$ cat src/logic/uart_chan_cfg.svh
// Constants of one serial channel: register offsets, field positions,
// reset values, command codes and timing counts.
// Assumes a 100 MHz system clock standing in for the oscillator input.
`ifndef UART_CHAN_CFG_SVH
`define UART_CHAN_CFG_SVH

// Register offsets on the 6-bit address
`define UART_OFS_MODE 6'h00
`define UART_OFS_STATUS 6'h01
`define UART_OFS_COMMAND 6'h02
`define UART_OFS_HOLDING 6'h03
`define UART_OFS_INPUT_CHANGE 6'h04
`define UART_OFS_IRQ 6'h05
`define UART_OFS_TIMER 6'h06
`define UART_OFS_OUTPUT_CFG 6'h07
`define UART_OFS_INPUT_PORT 6'h08
`define UART_OFS_CLOCK_SEL 6'h09

// Field positions
`define UART_MR1_AUTO_RTS 7
`define UART_MR2_CTS_ENABLE 4
`define UART_MR2_LOCAL_LOOP 7
`define UART_CSEL_EXT_RX 0
`define UART_CSEL_EXT_TX 1
`define UART_ST_RX_READY 0
`define UART_ST_FIFO_FULL 1
`define UART_ST_TX_READY 2
`define UART_ST_TX_EMPTY 3
`define UART_ST_OVERRUN 4
`define UART_ST_FRAMING 6
`define UART_IRQ_TX_READY 0
`define UART_IRQ_RX_READY 1
`define UART_IRQ_TIMER 3
`define UART_IRQ_INPUT_CHANGE 7
`define UART_INPUT_CHANGE_REG_DELTA 4

// Command codes in the upper nibble
`define UART_CMD_RESET_POINTER 4'h1
`define UART_CMD_RESET_RX 4'h2
`define UART_CMD_RESET_TX 4'h3
`define UART_CMD_RESET_ERROR 4'h4
`define UART_CMD_ASSERT_RTS 4'h8
`define UART_CMD_NEGATE_RTS 4'h9
`define UART_CMD_POWER_DOWN 4'hc
`define UART_CMD_POWER_UP 4'hd

// Reset values
`define UART_RST_BYTE 8'h00
`define UART_RST_OUTPUT_CFG 3'h0

// Timing: oscillator rate and baud give the 16x divider
`define UART_OSC_HZ 100000000
`define UART_BAUD 115200
`define UART_BAUD_DIV (`UART_OSC_HZ / (16 * `UART_BAUD))
`define UART_FIFO_DEPTH 8

`endif

$ cat src/logic/uart_chan_pkg.sv
// Types shared by the serial channel files.
// Assumes the constants header is included by the design files.
`default_nettype none
package uart_chan_pkg;

  // Receiver sequence, Gray coded along the frame
  typedef enum logic [1:0] {
    RX_IDLE = 2'b00,
    RX_START = 2'b01,
    RX_DATA = 2'b11,
    RX_STOP = 2'b10
  } rx_state_t;

  // Transmitter sequence, Gray coded along the frame
  typedef enum logic [1:0] {
    TX_IDLE = 2'b00,
    TX_START = 2'b01,
    TX_DATA = 2'b11,
    TX_STOP = 2'b10
  } tx_state_t;

  // Functions of the multi-purpose output
  typedef enum logic [2:0] {
    MPO_RTS = 3'h0,
    MPO_TIMER = 3'h1,
    MPO_TX_1X = 3'h2,
    MPO_TX_16X = 3'h3,
    MPO_RX_1X = 3'h4,
    MPO_RX_16X = 3'h5,
    MPO_TX_READY = 3'h6,
    MPO_RX_FLAG = 3'h7
  } mpo_func_t;

endpackage : uart_chan_pkg

`default_nettype wire

$ cat src/logic/rx_fifo.sv
// Receive FIFO with registered read data and show-ahead output.
// Assumes one clock; source and sink use valid/ready handshakes.
`timescale 1ns/1ns
`default_nettype none

module rx_fifo #(
  parameter int WIDTH = 8,
  parameter int DEPTH = 8
) (
  input wire logic i_clk_sys,
  input wire logic i_arst_n,
  input wire logic i_flush,
  input wire logic i_in_valid,
  output logic o_in_ready,
  input wire logic [WIDTH-1:0] i_in_data,
  output logic o_out_valid,
  input wire logic i_out_ready,
  output logic [WIDTH-1:0] o_out_data
);
  localparam int AW = $clog2(DEPTH);

  logic [WIDTH-1:0] mem [DEPTH];
  logic [AW-1:0] wr_ptr;
  logic [AW-1:0] rd_ptr;
  logic [AW:0] count;

  // Handshake decode
  wire push = i_in_valid && (count != DEPTH[AW:0]);
  wire pop = i_out_ready && (count != '0);
  wire [AW-1:0] next_rd_ptr = pop ? AW'(rd_ptr + 1'b1) : rd_ptr;
  wire [AW:0] next_count = AW'(0) + count + {{AW{1'b0}}, push} - {{AW{1'b0}}, pop};
  wire bypass = push && (wr_ptr == next_rd_ptr);

  assign o_in_ready = (count != DEPTH[AW:0]);
  assign o_out_valid = (count != '0);

  // Storage array
  always_ff @(posedge i_clk_sys) begin
    if (push) begin
      mem[wr_ptr] <= i_in_data;
    end
  end

  // Pointers, fill level and registered head word
  always_ff @(posedge i_clk_sys or negedge i_arst_n) begin
    if (!i_arst_n) begin
      wr_ptr <= '0;
      rd_ptr <= '0;
      count <= '0;
      o_out_data <= '0;
    end else if (i_flush) begin
      wr_ptr <= '0;
      rd_ptr <= '0;
      count <= '0;
    end else begin
      wr_ptr <= push ? AW'(wr_ptr + 1'b1) : wr_ptr;
      rd_ptr <= next_rd_ptr;
      count <= next_count;
      o_out_data <= bypass ? i_in_data : mem[next_rd_ptr];
    end
  end
endmodule : rx_fifo

`default_nettype wire

$ cat src/logic/uart_channel.sv
// One asynchronous serial channel behind an 8-bit strobe bus.
// Assumes all pins are asynchronous to i_clk_sys; host holds address
// and data steady for at least three clocks around each strobe edge.
`timescale 1ns/1ns
`default_nettype none
`include "uart_chan_cfg.svh"

module uart_channel #(
  parameter int BAUD_DIV = `UART_BAUD_DIV,
  parameter int FIFO_DEPTH = `UART_FIFO_DEPTH
) (
  input wire logic i_clk_sys,
  input wire logic i_arst_n,
  input wire logic i_master_reset,
  input wire logic i_chip_select_n,
  input wire logic i_write_strobe_n,
  input wire logic i_read_strobe_n,
  input wire logic [5:0] i_addr,
  input wire logic [7:0] i_data,
  output logic [7:0] o_data,
  output logic o_data_oe,
  input wire logic i_interrupt_request_n,
  output logic o_interrupt_request_n,
  output logic o_interrupt_request_n_oe,
  input wire logic i_serial_in,
  output logic o_serial_out,
  input wire logic i_ext_rx_clock,
  input wire logic i_ext_tx_clock,
  input wire logic i_multi_input_zero,
  output logic o_multi_output_pin
);
  // ****************************************************************
  // Input synchronisers
  // ****************************************************************
  localparam int NSYNC = 23;
  logic [NSYNC-1:0] sync_a;
  logic [NSYNC-1:0] sync_b;
  wire [NSYNC-1:0] pins = {i_master_reset, i_chip_select_n, i_write_strobe_n, i_read_strobe_n, i_addr, i_data,
    i_serial_in, i_ext_rx_clock, i_ext_tx_clock, i_multi_input_zero, i_interrupt_request_n};

  // Two flops on every pin before use
  always_ff @(posedge i_clk_sys or negedge i_arst_n) begin
    if (!i_arst_n) begin
      sync_a <= 23'h7f_ffff;
      sync_b <= 23'h7f_ffff;
    end else begin
      sync_a <= pins;
      sync_b <= sync_a;
    end
  end

  wire mreset = sync_b[22];
  wire cs_n = sync_b[21];
  wire wr_n = sync_b[20];
  wire rd_n = sync_b[19];
  wire [5:0] addr = sync_b[18:13];
  wire [7:0] wdata = sync_b[12:5];
  wire line_in = sync_b[4];
  wire ext_rx_clk = sync_b[3];
  wire ext_tx_clk = sync_b[2];
  wire mpi0 = sync_b[1];
  wire irq_wire = sync_b[0];

  logic wr_n_d;
  logic rd_n_d;
  logic ext_rx_d;
  logic ext_tx_d;
  logic mpi0_d;

  // Edge history of synchronised levels
  always_ff @(posedge i_clk_sys or negedge i_arst_n) begin
    if (!i_arst_n) begin
      {wr_n_d, rd_n_d, ext_rx_d, ext_tx_d, mpi0_d} <= 5'h1f;
    end else begin
      {wr_n_d, rd_n_d, ext_rx_d, ext_tx_d, mpi0_d} <= {wr_n, rd_n, ext_rx_clk, ext_tx_clk, mpi0};
    end
  end

  // ****************************************************************
  // Host access decode
  // ****************************************************************
  wire wr_ev = !cs_n && wr_n && !wr_n_d;
  wire rd_ev = !cs_n && !rd_n && rd_n_d;
  wire wr_mode = wr_ev && (addr == `UART_OFS_MODE);
  wire wr_cmd = wr_ev && (addr == `UART_OFS_COMMAND);
  wire wr_hold = wr_ev && (addr == `UART_OFS_HOLDING);
  wire rd_hold = rd_ev && (addr == `UART_OFS_HOLDING);
  wire rd_input_change_reg = rd_ev && (addr == `UART_OFS_INPUT_CHANGE);
  wire [3:0] cmd = wdata[7:4];

  // ****************************************************************
  // Registers
  // ****************************************************************
  logic [7:0] mode_reg_one;
  logic [7:0] mode_reg_two;
  logic mode_ptr_two;
  logic [7:0] irq_mask_reg;
  logic [2:0] output_config_reg;
  logic [1:0] clock_select_reg;
  logic [7:0] timer_preset;
  logic rx_enable;
  logic tx_enable;
  logic rts_asserted;
  logic power_down;
  logic overrun;
  logic framing;
  logic input_delta;
  logic timer_run;
  logic timer_out;

  wire auto_rts = mode_reg_one[`UART_MR1_AUTO_RTS];
  wire cts_gate = mode_reg_two[`UART_MR2_CTS_ENABLE];
  wire local_loop = mode_reg_two[`UART_MR2_LOCAL_LOOP];
  wire ext_rx = clock_select_reg[`UART_CSEL_EXT_RX];
  wire ext_tx = clock_select_reg[`UART_CSEL_EXT_TX];

  // ****************************************************************
  // Baud generator and timer
  // ****************************************************************
  localparam int BW = $clog2(BAUD_DIV + 1);
  logic [BW-1:0] baud_cnt;
  logic [7:0] timer_cnt;
  wire baud_tick = !power_down && (baud_cnt == '0);
  wire clk16_level = (baud_cnt >= BW'(BAUD_DIV / 2));
  wire timer_zero = timer_run && baud_tick && (timer_cnt == 8'h00);

  // Oscillator-derived 16x tick and square-wave timer
  always_ff @(posedge i_clk_sys or negedge i_arst_n) begin
    if (!i_arst_n) begin
      baud_cnt <= '0;
      timer_cnt <= `UART_RST_BYTE;
      timer_out <= 1'b0;
    end else begin
      baud_cnt <= (baud_cnt == BW'(BAUD_DIV - 1)) ? '0 : BW'(baud_cnt + 1'b1);
      if (!timer_run || timer_zero) begin
        timer_cnt <= timer_preset;
      end else if (baud_tick) begin
        timer_cnt <= timer_cnt - 8'h01;
      end
      timer_out <= timer_run && (timer_out ^ timer_zero);
    end
  end

  // ****************************************************************
  // Transmitter
  // ****************************************************************
  uart_chan_pkg::tx_state_t tx_state;
  logic [3:0] tx_phase;
  logic [2:0] tx_bit;
  logic [7:0] tx_holding;
  logic tx_holding_full;
  logic [7:0] tx_shift;
  logic tx_line;
  wire tx_1x_level = !tx_phase[3];
  wire tx_fall = ext_tx ? (!ext_tx_clk && ext_tx_d) : (baud_tick && (tx_phase == 4'h7));
  wire cts_ok = !cts_gate || !mpi0;
  wire tx_idle = (tx_state == uart_chan_pkg::TX_IDLE);
  wire tx_done = tx_fall && (tx_state == uart_chan_pkg::TX_STOP);
  wire tx_load = tx_fall && tx_idle && tx_holding_full && tx_enable && cts_ok;
  wire tx_reset = mreset || (wr_cmd && cmd == `UART_CMD_RESET_TX);

  // Holding register and bit sequencer; new data only on falling edge
  always_ff @(posedge i_clk_sys or negedge i_arst_n) begin
    if (!i_arst_n) begin
      tx_state <= uart_chan_pkg::TX_IDLE;
      tx_phase <= 4'h0;
      tx_bit <= 3'h0;
      tx_holding <= `UART_RST_BYTE;
      tx_holding_full <= 1'b0;
      tx_shift <= `UART_RST_BYTE;
      tx_line <= 1'b1;
    end else if (tx_reset) begin
      tx_state <= uart_chan_pkg::TX_IDLE;
      tx_holding_full <= 1'b0;
      tx_line <= 1'b1;
    end else begin
      tx_phase <= baud_tick ? tx_phase + 4'h1 : tx_phase;
      if (wr_hold && tx_enable) begin
        tx_holding <= wdata;
        tx_holding_full <= 1'b1;
      end else if (tx_load) begin
        tx_holding_full <= 1'b0;
      end
      if (tx_fall) begin
        case (tx_state)
          uart_chan_pkg::TX_IDLE: begin
            if (tx_load) begin
              tx_shift <= tx_holding;
              tx_line <= 1'b0;
              tx_state <= uart_chan_pkg::TX_START;
            end else begin
              tx_line <= 1'b1;
            end
          end
          uart_chan_pkg::TX_START: begin
            tx_line <= tx_shift[0];
            tx_shift <= {1'b1, tx_shift[7:1]};
            tx_bit <= 3'h0;
            tx_state <= uart_chan_pkg::TX_DATA;
          end
          uart_chan_pkg::TX_DATA: begin
            tx_bit <= tx_bit + 3'h1;
            tx_line <= (tx_bit == 3'h7) ? 1'b1 : tx_shift[0];
            tx_shift <= {1'b1, tx_shift[7:1]};
            tx_state <= (tx_bit == 3'h7) ? uart_chan_pkg::TX_STOP : uart_chan_pkg::TX_DATA;
          end
          uart_chan_pkg::TX_STOP: begin
            tx_line <= 1'b1;
            tx_state <= uart_chan_pkg::TX_IDLE;
          end
          default: begin
            tx_state <= uart_chan_pkg::TX_IDLE;
          end
        endcase
      end
    end
  end

  // ****************************************************************
  // Receiver
  // ****************************************************************
  uart_chan_pkg::rx_state_t rx_state;
  logic [3:0] rx_phase;
  logic [2:0] rx_bit;
  logic [7:0] rx_shift;
  logic [7:0] rx_word;
  logic rx_pending;
  wire rx_line = local_loop ? tx_line : line_in;
  wire rx_1x_level = rx_phase[3];
  wire rx_rise = ext_rx ? (ext_rx_clk && !ext_rx_d) : (baud_tick && (rx_phase == 4'h7));
  wire rx_reset = mreset || (wr_cmd && cmd == `UART_CMD_RESET_RX);
  wire fifo_in_ready;
  wire fifo_out_valid;
  wire [7:0] fifo_out_data;
  wire rx_full = !fifo_in_ready;
  wire rx_done = rx_rise && (rx_state == uart_chan_pkg::RX_STOP);

  // Start detection, mid-bit sampling and hand-off to the FIFO
  always_ff @(posedge i_clk_sys or negedge i_arst_n) begin
    if (!i_arst_n) begin
      rx_state <= uart_chan_pkg::RX_IDLE;
      rx_phase <= 4'h0;
      rx_bit <= 3'h0;
      rx_shift <= `UART_RST_BYTE;
      rx_word <= `UART_RST_BYTE;
      rx_pending <= 1'b0;
    end else if (rx_reset) begin
      rx_state <= uart_chan_pkg::RX_IDLE;
      rx_pending <= 1'b0;
    end else begin
      if (rx_state == uart_chan_pkg::RX_IDLE) begin
        rx_phase <= 4'h0;
        if (rx_enable && !rx_line) begin
          rx_state <= uart_chan_pkg::RX_START;
        end
      end else begin
        rx_phase <= baud_tick ? rx_phase + 4'h1 : rx_phase;
        if (rx_rise) begin
          case (rx_state)
            uart_chan_pkg::RX_START: begin
              rx_bit <= 3'h0;
              rx_state <= rx_line ? uart_chan_pkg::RX_IDLE : uart_chan_pkg::RX_DATA;
            end
            uart_chan_pkg::RX_DATA: begin
              rx_shift <= {rx_line, rx_shift[7:1]};
              rx_bit <= rx_bit + 3'h1;
              rx_state <= (rx_bit == 3'h7) ? uart_chan_pkg::RX_STOP : uart_chan_pkg::RX_DATA;
            end
            uart_chan_pkg::RX_STOP: begin
              rx_state <= uart_chan_pkg::RX_IDLE;
            end
            default: begin
              rx_state <= uart_chan_pkg::RX_IDLE;
            end
          endcase
        end
      end
      if (rx_done) begin
        rx_word <= rx_shift;
        rx_pending <= 1'b1;
      end else if (fifo_in_ready) begin
        rx_pending <= 1'b0;
      end
    end
  end

  rx_fifo #(
    .WIDTH(8),
    .DEPTH(FIFO_DEPTH)
  ) u_rx_fifo (
    .i_clk_sys(i_clk_sys),
    .i_arst_n(i_arst_n),
    .i_flush(rx_reset),
    .i_in_valid(rx_pending),
    .o_in_ready(fifo_in_ready),
    .i_in_data(rx_word),
    .o_out_valid(fifo_out_valid),
    .i_out_ready(rd_hold),
    .o_out_data(fifo_out_data)
  );

  // ****************************************************************
  // Control and status registers
  // ****************************************************************
  wire rx_flag = fifo_out_valid || rx_full;
  wire tx_ready = tx_enable && !tx_holding_full;
  wire tx_empty = tx_ready && tx_idle;
  wire rts_auto_drop = auto_rts && ((rx_full && rx_pending) || tx_done);
  wire [7:0] status = {1'b0, framing, 1'b0, overrun, tx_empty, tx_ready, rx_full, fifo_out_valid};
  wire [7:0] irq_status = {mpi0 != mpi0_d || input_delta, 3'h0, timer_out, 1'b0, rx_flag, tx_ready};
  wire [7:0] input_change = {3'h0, input_delta, 3'h0, mpi0};
  wire [7:0] input_port = {!irq_wire, 6'h00, mpi0};

  // Mode pointer, command actions, masks and sticky flags
  always_ff @(posedge i_clk_sys or negedge i_arst_n) begin
    if (!i_arst_n) begin
      mode_reg_one <= `UART_RST_BYTE;
      mode_reg_two <= `UART_RST_BYTE;
      mode_ptr_two <= 1'b0;
      irq_mask_reg <= `UART_RST_BYTE;
      output_config_reg <= `UART_RST_OUTPUT_CFG;
      clock_select_reg <= 2'h0;
      timer_preset <= `UART_RST_BYTE;
      {rx_enable, tx_enable, rts_asserted, power_down} <= 4'h0;
      {overrun, framing, input_delta, timer_run} <= 4'h0;
    end else if (mreset) begin
      irq_mask_reg <= `UART_RST_BYTE;
      output_config_reg <= `UART_RST_OUTPUT_CFG;
      {overrun, framing, input_delta} <= 3'h0;
      {rx_enable, tx_enable, timer_run} <= 3'h0;
      mode_ptr_two <= 1'b0;
      power_down <= 1'b0;
      rts_asserted <= 1'b0;
    end else begin
      if (wr_mode) begin
        mode_ptr_two <= 1'b1;
        if (mode_ptr_two) begin
          mode_reg_two <= wdata;
        end else begin
          mode_reg_one <= wdata;
        end
      end else if (wr_cmd && cmd == `UART_CMD_RESET_POINTER) begin
        mode_ptr_two <= 1'b0;
      end
      if (wr_cmd) begin
        rx_enable <= (rx_enable || wdata[0]) && !wdata[1];
        tx_enable <= (tx_enable || wdata[2]) && !wdata[3];
        power_down <= (cmd == `UART_CMD_POWER_DOWN) || (power_down && cmd != `UART_CMD_POWER_UP);
      end
      if (wr_cmd && cmd == `UART_CMD_ASSERT_RTS) begin
        rts_asserted <= 1'b1;
      end else if ((wr_cmd && cmd == `UART_CMD_NEGATE_RTS) || rts_auto_drop) begin
        rts_asserted <= 1'b0;
      end
      if (wr_ev && addr == `UART_OFS_IRQ) begin
        irq_mask_reg <= wdata;
      end
      if (wr_ev && addr == `UART_OFS_OUTPUT_CFG) begin
        output_config_reg <= wdata[2:0];
      end
      if (wr_ev && addr == `UART_OFS_CLOCK_SEL) begin
        clock_select_reg <= wdata[1:0];
      end
      if (wr_ev && addr == `UART_OFS_TIMER) begin
        timer_preset <= wdata;
        timer_run <= 1'b1;
      end
      // Set wins over clear on every sticky flag
      overrun <= (rx_done && rx_pending && rx_full) || (overrun && !(wr_cmd && cmd == `UART_CMD_RESET_ERROR));
      framing <= (rx_done && !rx_line) || (framing && !(wr_cmd && cmd == `UART_CMD_RESET_ERROR));
      input_delta <= (mpi0 != mpi0_d) || (input_delta && !rd_input_change_reg);
    end
  end

  // ****************************************************************
  // Read data and pin outputs
  // ****************************************************************
  logic [7:0] rd_mux;
  always_comb begin
    case (addr)
      `UART_OFS_MODE: rd_mux = mode_ptr_two ? mode_reg_two : mode_reg_one;
      `UART_OFS_STATUS: rd_mux = status;
      `UART_OFS_HOLDING: rd_mux = fifo_out_data;
      `UART_OFS_INPUT_CHANGE: rd_mux = input_change;
      `UART_OFS_IRQ: rd_mux = irq_status;
      `UART_OFS_TIMER: rd_mux = timer_preset;
      `UART_OFS_OUTPUT_CFG: rd_mux = {5'h00, output_config_reg};
      `UART_OFS_INPUT_PORT: rd_mux = input_port;
      default: rd_mux = 8'h00;
    endcase
  end

  logic mpo_mux;
  always_comb begin
    case (uart_chan_pkg::mpo_func_t'(output_config_reg))
      uart_chan_pkg::MPO_RTS: mpo_mux = !rts_asserted;
      uart_chan_pkg::MPO_TIMER: mpo_mux = timer_out;
      uart_chan_pkg::MPO_TX_1X: mpo_mux = tx_1x_level;
      uart_chan_pkg::MPO_TX_16X: mpo_mux = clk16_level;
      uart_chan_pkg::MPO_RX_1X: mpo_mux = rx_1x_level;
      uart_chan_pkg::MPO_RX_16X: mpo_mux = clk16_level;
      uart_chan_pkg::MPO_TX_READY: mpo_mux = tx_ready;
      uart_chan_pkg::MPO_RX_FLAG: mpo_mux = rx_flag;
      default: mpo_mux = 1'b1;
    endcase
  end

  wire irq_active = |(irq_status & irq_mask_reg) && !mreset;

  // Registered pins; the bus follows chip select and read strobe
  always_ff @(posedge i_clk_sys or negedge i_arst_n) begin
    if (!i_arst_n) begin
      o_data <= 8'h00;
      o_data_oe <= 1'b0;
      o_interrupt_request_n <= 1'b0;
      o_interrupt_request_n_oe <= 1'b0;
      o_serial_out <= 1'b1;
      o_multi_output_pin <= 1'b1;
    end else begin
      o_data <= rd_ev ? rd_mux : o_data;
      o_data_oe <= !cs_n && !rd_n;
      o_interrupt_request_n <= 1'b0;
      o_interrupt_request_n_oe <= irq_active;
      o_serial_out <= mreset || local_loop || tx_line;
      o_multi_output_pin <= mpo_mux;
    end
  end
endmodule : uart_channel

`default_nettype wire

$ cat config.mk
export PLATFORM = sky130hd
export DESIGN_NAME = uart_channel
export DESIGN_NICKNAME = d
export VERILOG_FILES = /design/src/logic/uart_chan_pkg.sv /design/src/logic/rx_fifo.sv /design/src/logic/uart_channel.sv
export VERILOG_INCLUDE_DIRS = /design/src /design/src/logic
export SDC_FILE = /design/constraint.sdc
export NUM_CORES = 1
export LEC_CHECK = 0
export BUFFER_PORTS_ARGS = -buffer_cell sky130_fd_sc_hd__buf_2
export CAP_MARGIN = 20
export CORE_ASPECT_RATIO = 0.7
export CORE_MARGIN = 3
export CORE_UTILIZATION = 56
export DETAILED_ROUTE_END_ITERATION = 7
export GPL_TIMING_DRIVEN = 0
export MAX_ROUTING_LAYER = met4
export PLACE_DENSITY = 0.76
export SYNTH_ARGS = -nofsm -noshare
export SYNTH_HDL_FRONTEND = slang
export SYNTH_SLANG_ARGS = --single-unit
$ cat constraint.sdc
create_clock -name i_clk_sys -period 2.74 [get_ports i_clk_sys]
set_input_delay 0 -clock i_clk_sys [delete_from_list [all_inputs] [get_ports i_clk_sys]]
set_output_delay 0 -clock i_clk_sys [all_outputs]
set_load 0.005 [all_outputs]
==> results of run 1 <==
## metrics by stage
step	std cells	util	total power, uW	worst slack, ns	area [um^2]
2_1_floorplan	962	-	4170	0.00954	11600
3_3_place_gp	1268	0.604	4290	-1.31	12100
3_5_place_dp	1278	0.610	4310	-0.399	12200
4_1_cts	1356	0.671	7660	0.00326	13400
5_1_grt	1364	0.681	7870	-0.129	13600
6_report	1364	0.681	7610	-0.0437	13600
## layer usage
metal | vias to the layer above | GRT usage | share of wire
met2 | 417 | 0.349 | 0.42
met1 | 4016 | 0.408 | 0.45
met5 | - | - | 0
li1 | 3738 | - | -
met4 | 0 | 0.0572 | 0.024
met3 | 61 | 0.0570 | 0.11
## power groups by stage
| stage | sequential, uW | combinational, uW | clock, uW |
|---|---|---|---|
| 6_report | 4020 | 253 | 3340 |
| 5_1_grt | 4030 | 281 | 3560 |
| 4_1_cts | 4020 | 245 | 3390 |
| 3_5_place_dp | 4090 | 214 | 0 |
| 3_3_place_gp | 4090 | 205 | 0 |
| 2_1_floorplan | 4070 | 100 | 0 |
## path summary, 6_finish.rpt
check | to | slack, ns
max | u_rx_fifo.o_out_data[4] | -0.04
min | o_data[4] | 0.06
max reg2reg | u_rx_fifo.o_out_data[4] | -0.04
min reg2reg | sync_b[12] | 0.36
max in group asynchronous | sync_a[10] | 1.72
min in group i_clk_sys | sync_a[15] | 0.11
## Yosys cell counts (6+ instances only)
cell type	count	area (um^2)
xor2_1	10	87.6
nand2_1	81	304
or4_1	6	45.0
o211ai_1	15	113
nand3_1	21	105
o21ai_0	52	260
mux2i_1	21	210
nor3_1	14	70.1
a22oi_1	26	195
a22o_1	6	52.6
o22ai_1	14	87.6
dfstp_2	54	1420
buf_2	6	30.0
nand2b_1	8	50.1
nor3b_1	11	82.6
mux2_2	81	912
inv_1	35	131
xnor2_1	15	131
a31oi_1	6	37.5
nor2_1	70	263
mux4_2	9	203
dfrtp_1	137	3430
nor4_1	6	37.5
edfxtp_1	64	1920
nor2b_1	8	50.1
a21oi_1	47	235
ha_1	18	225
clkbuf_1	36	135
## layout make-up
class / count / area, um^2 / area share
flip-flops and latches: 255 / 6770 / 0.496
multi-input cells: 621 / 4680 / 0.343
clock buffers: 33 / 721 / 0.0529
repair buffers: 88 / 681 / 0.0499
well taps: 270 / 338 / 0.0248
plain buffers: 47 / 216 / 0.0159
inverters: 37 / 149 / 0.0109
clock inverters: 13 / 85.1 / 0.00624
## worst max-delay path: cells and delay by family, from the launching register on
kind / cells / cell delay (ns)
buffers and inverters: 3 / 0.29
AND/OR/NAND/NOR: 2 / 0.97
multiplexers: 1 / 0.35
AO/OA/AOI/OAI: 3 / 0.51
flip-flops: 1 / 0.54
## cell families (layout without fill, tap and decap cells)
group | after synthesis | in the layout | share of synthesized area
compound gates | 199 | 199 | 0.111
xor+xnor | 25 | 25 | 0.0190
fa+ha+maj | 19 | 19 | 0.0212
buf+inv | 87 | 218 | 0.0302
flops | 255 | 255 | 0.586
mux | 111 | 111 | 0.115
other cells | 1 | 1 | 0.000325
simple gates | 265 | 266 | 0.117
## timing repair
item	in CTS	in global routing
buffers inserted	8	10
pin swaps	7	18
hold buffers	24	0
endpoints found under the setup margin	48	81
cloned	1	0
hold endpoints to repair	112	0
resized for setup	25	30
==> results.json, run 1 <==
{
  "hpwl_um": 19200,
  "grt_pass1_vias": 7908,
  "diodes": 0,
  "gp_congestion": 0.946,
  "start_util": 0.577,
  "async_flop_share": 0.749,
  "synth-edff-count": 64,
  "cts.clk_slew.worst_paths_ns": 0.07,
  "syn_area_um2": 11500,
  "vias": 8232,
  "crit_start": "rd_n_d",
  "worst_slew_pin_slew_ns": 0.787,
  "syn_to_final_growth_pct": 18.1,
  "first_pass_iters": 7,
  "largest_reg_flops": 64,
  "regMostFlops": "u_rx_fifo.mem",
  "grt_max_degree": 103,
  "ys_seq_area_frac": 0.586,
  "finalWorstSetupSlack_ns": -0.0437,
  "critPathMaxFanout": 7,
  "dieArea_um2": 22400,
  "ys_warn_count": 0,
  "top_regs": "u_rx_fifo.mem: 64 flops, sync_a: 23 flops, sync_b: 23 flops",
  "worstPathCellList": "or3b_4 > or4_4 > inv_8 > buf_6 > buf_6 > mux2i_4 > o22ai_1 > o211ai_1 > a21oi_1",
  "crit_type": "reg2reg",
  "crit_path_frequent_cell": "buf_6",
  "p_sw_frac": 0.221,
  "violations": "setup timing",
  "grt_first_pass_wirelength_um": 44100,
  "vias_per_cell": 6.04,
  "status": "finished with violations",
  "cp.arrival_ns": 3.18,
  "slew_viol_final": 0,
  "worstSetupStartpointType": "flop",
  "clock-sinks": 255,
  "r2r-start": "rd_n_d",
  "syn_nets": 1006,
  "max_freq_mhz": 359,
  "dieWidth_um": 178,
  "p_sw_uw": 1680,
  "cts_buffer_depth": 3,
  "routed_wl_um": 28100,
  "hold_class": "in2async",
  "finalCritPeriodShare": 1.02,
  "root_buffer": "clkbuf_16",
  "comb_power_share": 0.033,
  "timing.hold.ws_ns": 0.0564,
  "final_cell_mix": "dfrtp_1, mux2_2, nand2_1",
  "core_um2": 20000,
  "clock_power_share": 0.438,
  "cp-end-kind": "flop",
  "cap_viol_max_count": 0,
  "first_iter_violations": 1036,
  "cts_tree": "done",
  "hold_viol": 0,
  "drive_above_1_share": 0.296,
  "period_minus_slack_ns": 2.78,
  "relSlewSlack": 0.476,
  "cts_made_buffers": 25,
  "ios": 38,
  "syn_inst": 962,
  "synth_area_per_cell_um2": 12.0,
  "vdd_drop_max_mv": 0.518,
  "synth.distinct_cells": 77,
  "ys_ff_latch": 255,
  "finalSetupViolCount": 6,
  "rsz0062_at_grt": "true",
  "r2r_cells": 9,
  "nFillCells": 1403,
  "rows": 43,
  "internal_power_uw": 5930,
  "nets": 1119,
  "skew_ns": 0.0124,
  "overflow": 0,
  "die_h_um": 126,
  "grt_antenna_before_repair": 0,
  "cpMaxStageDelayCell": "or4_4",
  "required_ns": 3.14,
  "power_density_nw_per_um2": 558,
  "drt-wirelength-per-cell_um": 20.6,
  "final_common_cell": "dfrtp_1",
  "clkLatencyLatePin_ns": 0.53,
  "sequentialPowerShare": 0.528,
  "drc": 0,
  "htree_levels": 1,
  "grt_use_total": 0.261,
  "portBuffers": 36,
  "synth_flop_cell": "dfrtp_1",
  "p_leak_uw": 0.00555,
  "antenna_left": 0,
  "critical-path-max-stage-delay_ns": 0.57,
  "tns_ns": -0.153
}
Power figures use the tool's default switching activity.
==> run 2: changes to the inputs <==
Settings changed: ABC_AREA from default to 1.
==> run 2 against run 1 <==
Net effect:
- the flow now finishes without violations
- sequential power barely moved
- sequential share of layout area rose by 2.9 points
- hold slack got worse by 0.022 ns
- wire length fell by 5.8%
- highest routed layer unchanged
==> results.json, run 2 <==
{
  "ys_warn_count": 0,
  "hold_class": "in2async",
  "diodes": 0,
  "slew_viol_final": 0,
  "largest_reg_flops": 64,
  "clock-sinks": 255,
  "syn_nets": 1179,
  "p_leak_uw": 0.00594,
  "dieWidth_um": 176,
  "yosys.area.top_type": "dfrtp_1",
  "ys_ff_latch": 255,
  "worstSetupStartpointType": "flop",
  "worst_slew_pin_slew_ns": 0.821,
  "syn_area_um2": 11300,
  "hpwl_um": 18700,
  "synth-edff-count": 64,
  "cts_made_buffers": 24,
  "first_pass_iters": 5,
  "synth.distinct_cells": 61,
  "dieArea_um2": 22000,
  "ys_seq_area_frac": 0.599,
  "required_ns": 2.89,
  "final_cell_mix": "nand2_1, inv_1, dfrtp_1",
  "top_regs": "u_rx_fifo.mem: 64 flops, sync_a: 23 flops, sync_b: 23 flops",
  "grt_use_total": 0.254,
  "cp-end-kind": "flop",
  "antenna_left": 0,
  "fin_cells": 1504,
  "clkLatencyLatePin_ns": 0.52,
  "synth_area_per_cell_um2": 9.96,
  "gp_congestion": 0.935,
  "cts.clk_slew.worst_paths_ns": 0.06,
  "grt_antenna_before_repair": 0,
  "synth.area.top_cells": "dfrtp_1, edfxtp_1, dfstp_2",
  "grt_max_degree": 117,
  "finalSetupViolCount": 0,
  "synth_most_common_cell": "nand2_1",
  "vdd_drop_max_mv": 0.493,
  "final_common_cell": "nand2_1",
  "finalWorstSetupSlack_ns": 0.0742,
  "dp_cells": 1436,
  "vias_per_cell": 5.50,
  "drt-wirelength-per-cell_um": 17.6,
  "overflow": 0,
  "portBuffers": 36,
  "period_minus_slack_ns": 2.67,
  "cp.arrival_ns": 2.81,
  "status": "complete, no violations",
  "syn_to_final_growth_pct": 14.0,
  "clock_power_share": 0.433,
  "first_iter_violations": 795,
  "async_flop_share": 0.749,
  "power_density_nw_per_um2": 594,
  "cts_buffer_depth": 3,
  "rsz0062_at_grt": "true",
  "regMostFlops": "u_rx_fifo.mem",
  "dp_slack_ns": 0.0744,
  "synth_flop_cell": "dfrtp_1",
  "drc": 0,
  "nets": 1266,
  "cap_viol_max_count": 0,
  "routed_wl_um": 26400,
  "htree_levels": 1,
  "max_freq_mhz": 375,
  "root_buffer": "clkbuf_16",
  "die_h_um": 125,
  "grt_pass1_vias": 8005,
  "internal_power_uw": 5970,
  "yosysTopAreaCellShare": 0.303,
  "start_util": 0.585,
  "power.total_uw": 7660,
  "sequentialPowerShare": 0.528,
  "synthTopCellsByCount": "nand2_1, inv_1, dfrtp_1, nand3_1, o21ai_0",
  "syn_inst": 1135,
  "hold_viol": 0,
  "drive_above_1_share": 0.171,
  "grt_first_pass_wirelength_um": 43000,
  "critPathMaxFanout": 8,
  "skew_ns": 0.00915,
  "rows": 42,
  "cts_tree": "done",
  "vias": 8274,
  "core_um2": 19300,
  "p_sw_uw": 1680,
  "crit_type": "reg2reg",
  "p_sw_frac": 0.220,
  "relSlewSlack": 0.451,
  "comb_power_share": 0.039,
  "finalCritPeriodShare": 0.973,
  "ios": 38
}
==> run 2: cell types whose count changed after synthesis, sizes merged, moves of 14 or more <==
cell / delta
a21oi: -14
a22oi: -24
clkbuf: -31
inv: +125
mux2: -79
nand2: +160
nand3: +112
o21ai: +32
==> run 2: critical path, cell delays in order (launching register included) <==
cell,delay [ns]
dfrtp_1,0.32
inv_1,0.07
ha_1,0.24
inv_1,0.06
nor2_1,0.06
nor2_1,0.44
inv_1,0.18
nor2_1,0.17
inv_1,0.12
nor2_1,0.64
==> run 2: stage by stage <==
stage               setup TNS, ns  instance area (um^2)  hold WS [ns]  utilization
global route                -1.24                 12900         0.100        0.667
CTS                             0                 12900        0.0701        0.666
global placement          -191.27                 11800         0.105        0.611
detailed placement              0                 11900        0.0215        0.613
finish                          0                 12900        0.0345        0.667
floorplan                       0                 11300        -0.296            -
==> run 2: final timing paths <==
check | start | to | slack (ns) | cells past startpoint
worst max-delay path | u_rx_fifo.count[2] | u_rx_fifo.mem[1][2] | 0.07 | 9
worst min-delay path | i_arst_n | u_rx_fifo.rd_ptr[0] | 0.03 | 2
worst max register to register | u_rx_fifo.count[2] | u_rx_fifo.mem[1][2] | 0.07 | 9
worst min register to register | sync_a[19] | sync_b[19] | 0.35 | 0
max in group asynchronous | i_arst_n | rx_word[0] | 1.73 | 3
min in group i_clk_sys | i_data[2] | sync_a[7] | 0.11 | 2
==> run 2: per-layer routing <==
metal / global-route usage / routed length (um) / vias up
li1: - / - / 3935
met1: 0.393 / 12500 / 4009
met2: 0.337 / 10900 / 298
met3: 0.0686 / 2610 / 32
met4: 0.0535 / 430 / 0
met5: - / 0 / -
==> run 2: final cells by class <==
type                       count  area [um^2]
clock inverter                10         90.1
multi-input combinational    688         3780
fill                        1555         6450
tap                          264          330
timing repair buffer          61          458
clock buffer                  34          699
sequential                   255         6770
inverter                     163          612
buffer                        29          156
==> run 2: power by group through the flow <==
stage | clock (uW) | sequential [uW] | combinational, uW
floorplan | 0 | 4090 | 139
global placement | 0 | 4110 | 257
detailed placement | 0 | 4110 | 271
CTS | 3360 | 4040 | 299
global route | 3530 | 4050 | 339
finish | 3310 | 4040 | 301
==> run 2: kinds of logic after synthesis <==
logic type | after synthesis | share of synthesized area
fa+ha+maj | 19 | 0.0217
simple gates | 484 | 0.205
compound gates | 161 | 0.0874
other cells | 1 | 0.000332
xor+xnor | 12 | 0.00929
buf+inv | 192 | 0.0679
mux | 11 | 0.00996
flops | 255 | 0.599
==> run 2: repair_timing <==
item,4_1_cts,5_1_grt
hold endpoints to repair,98,0
hold buffers,24,0
buffers inserted,0,0
setup endpoints to repair,0,32
resized for setup,0,2
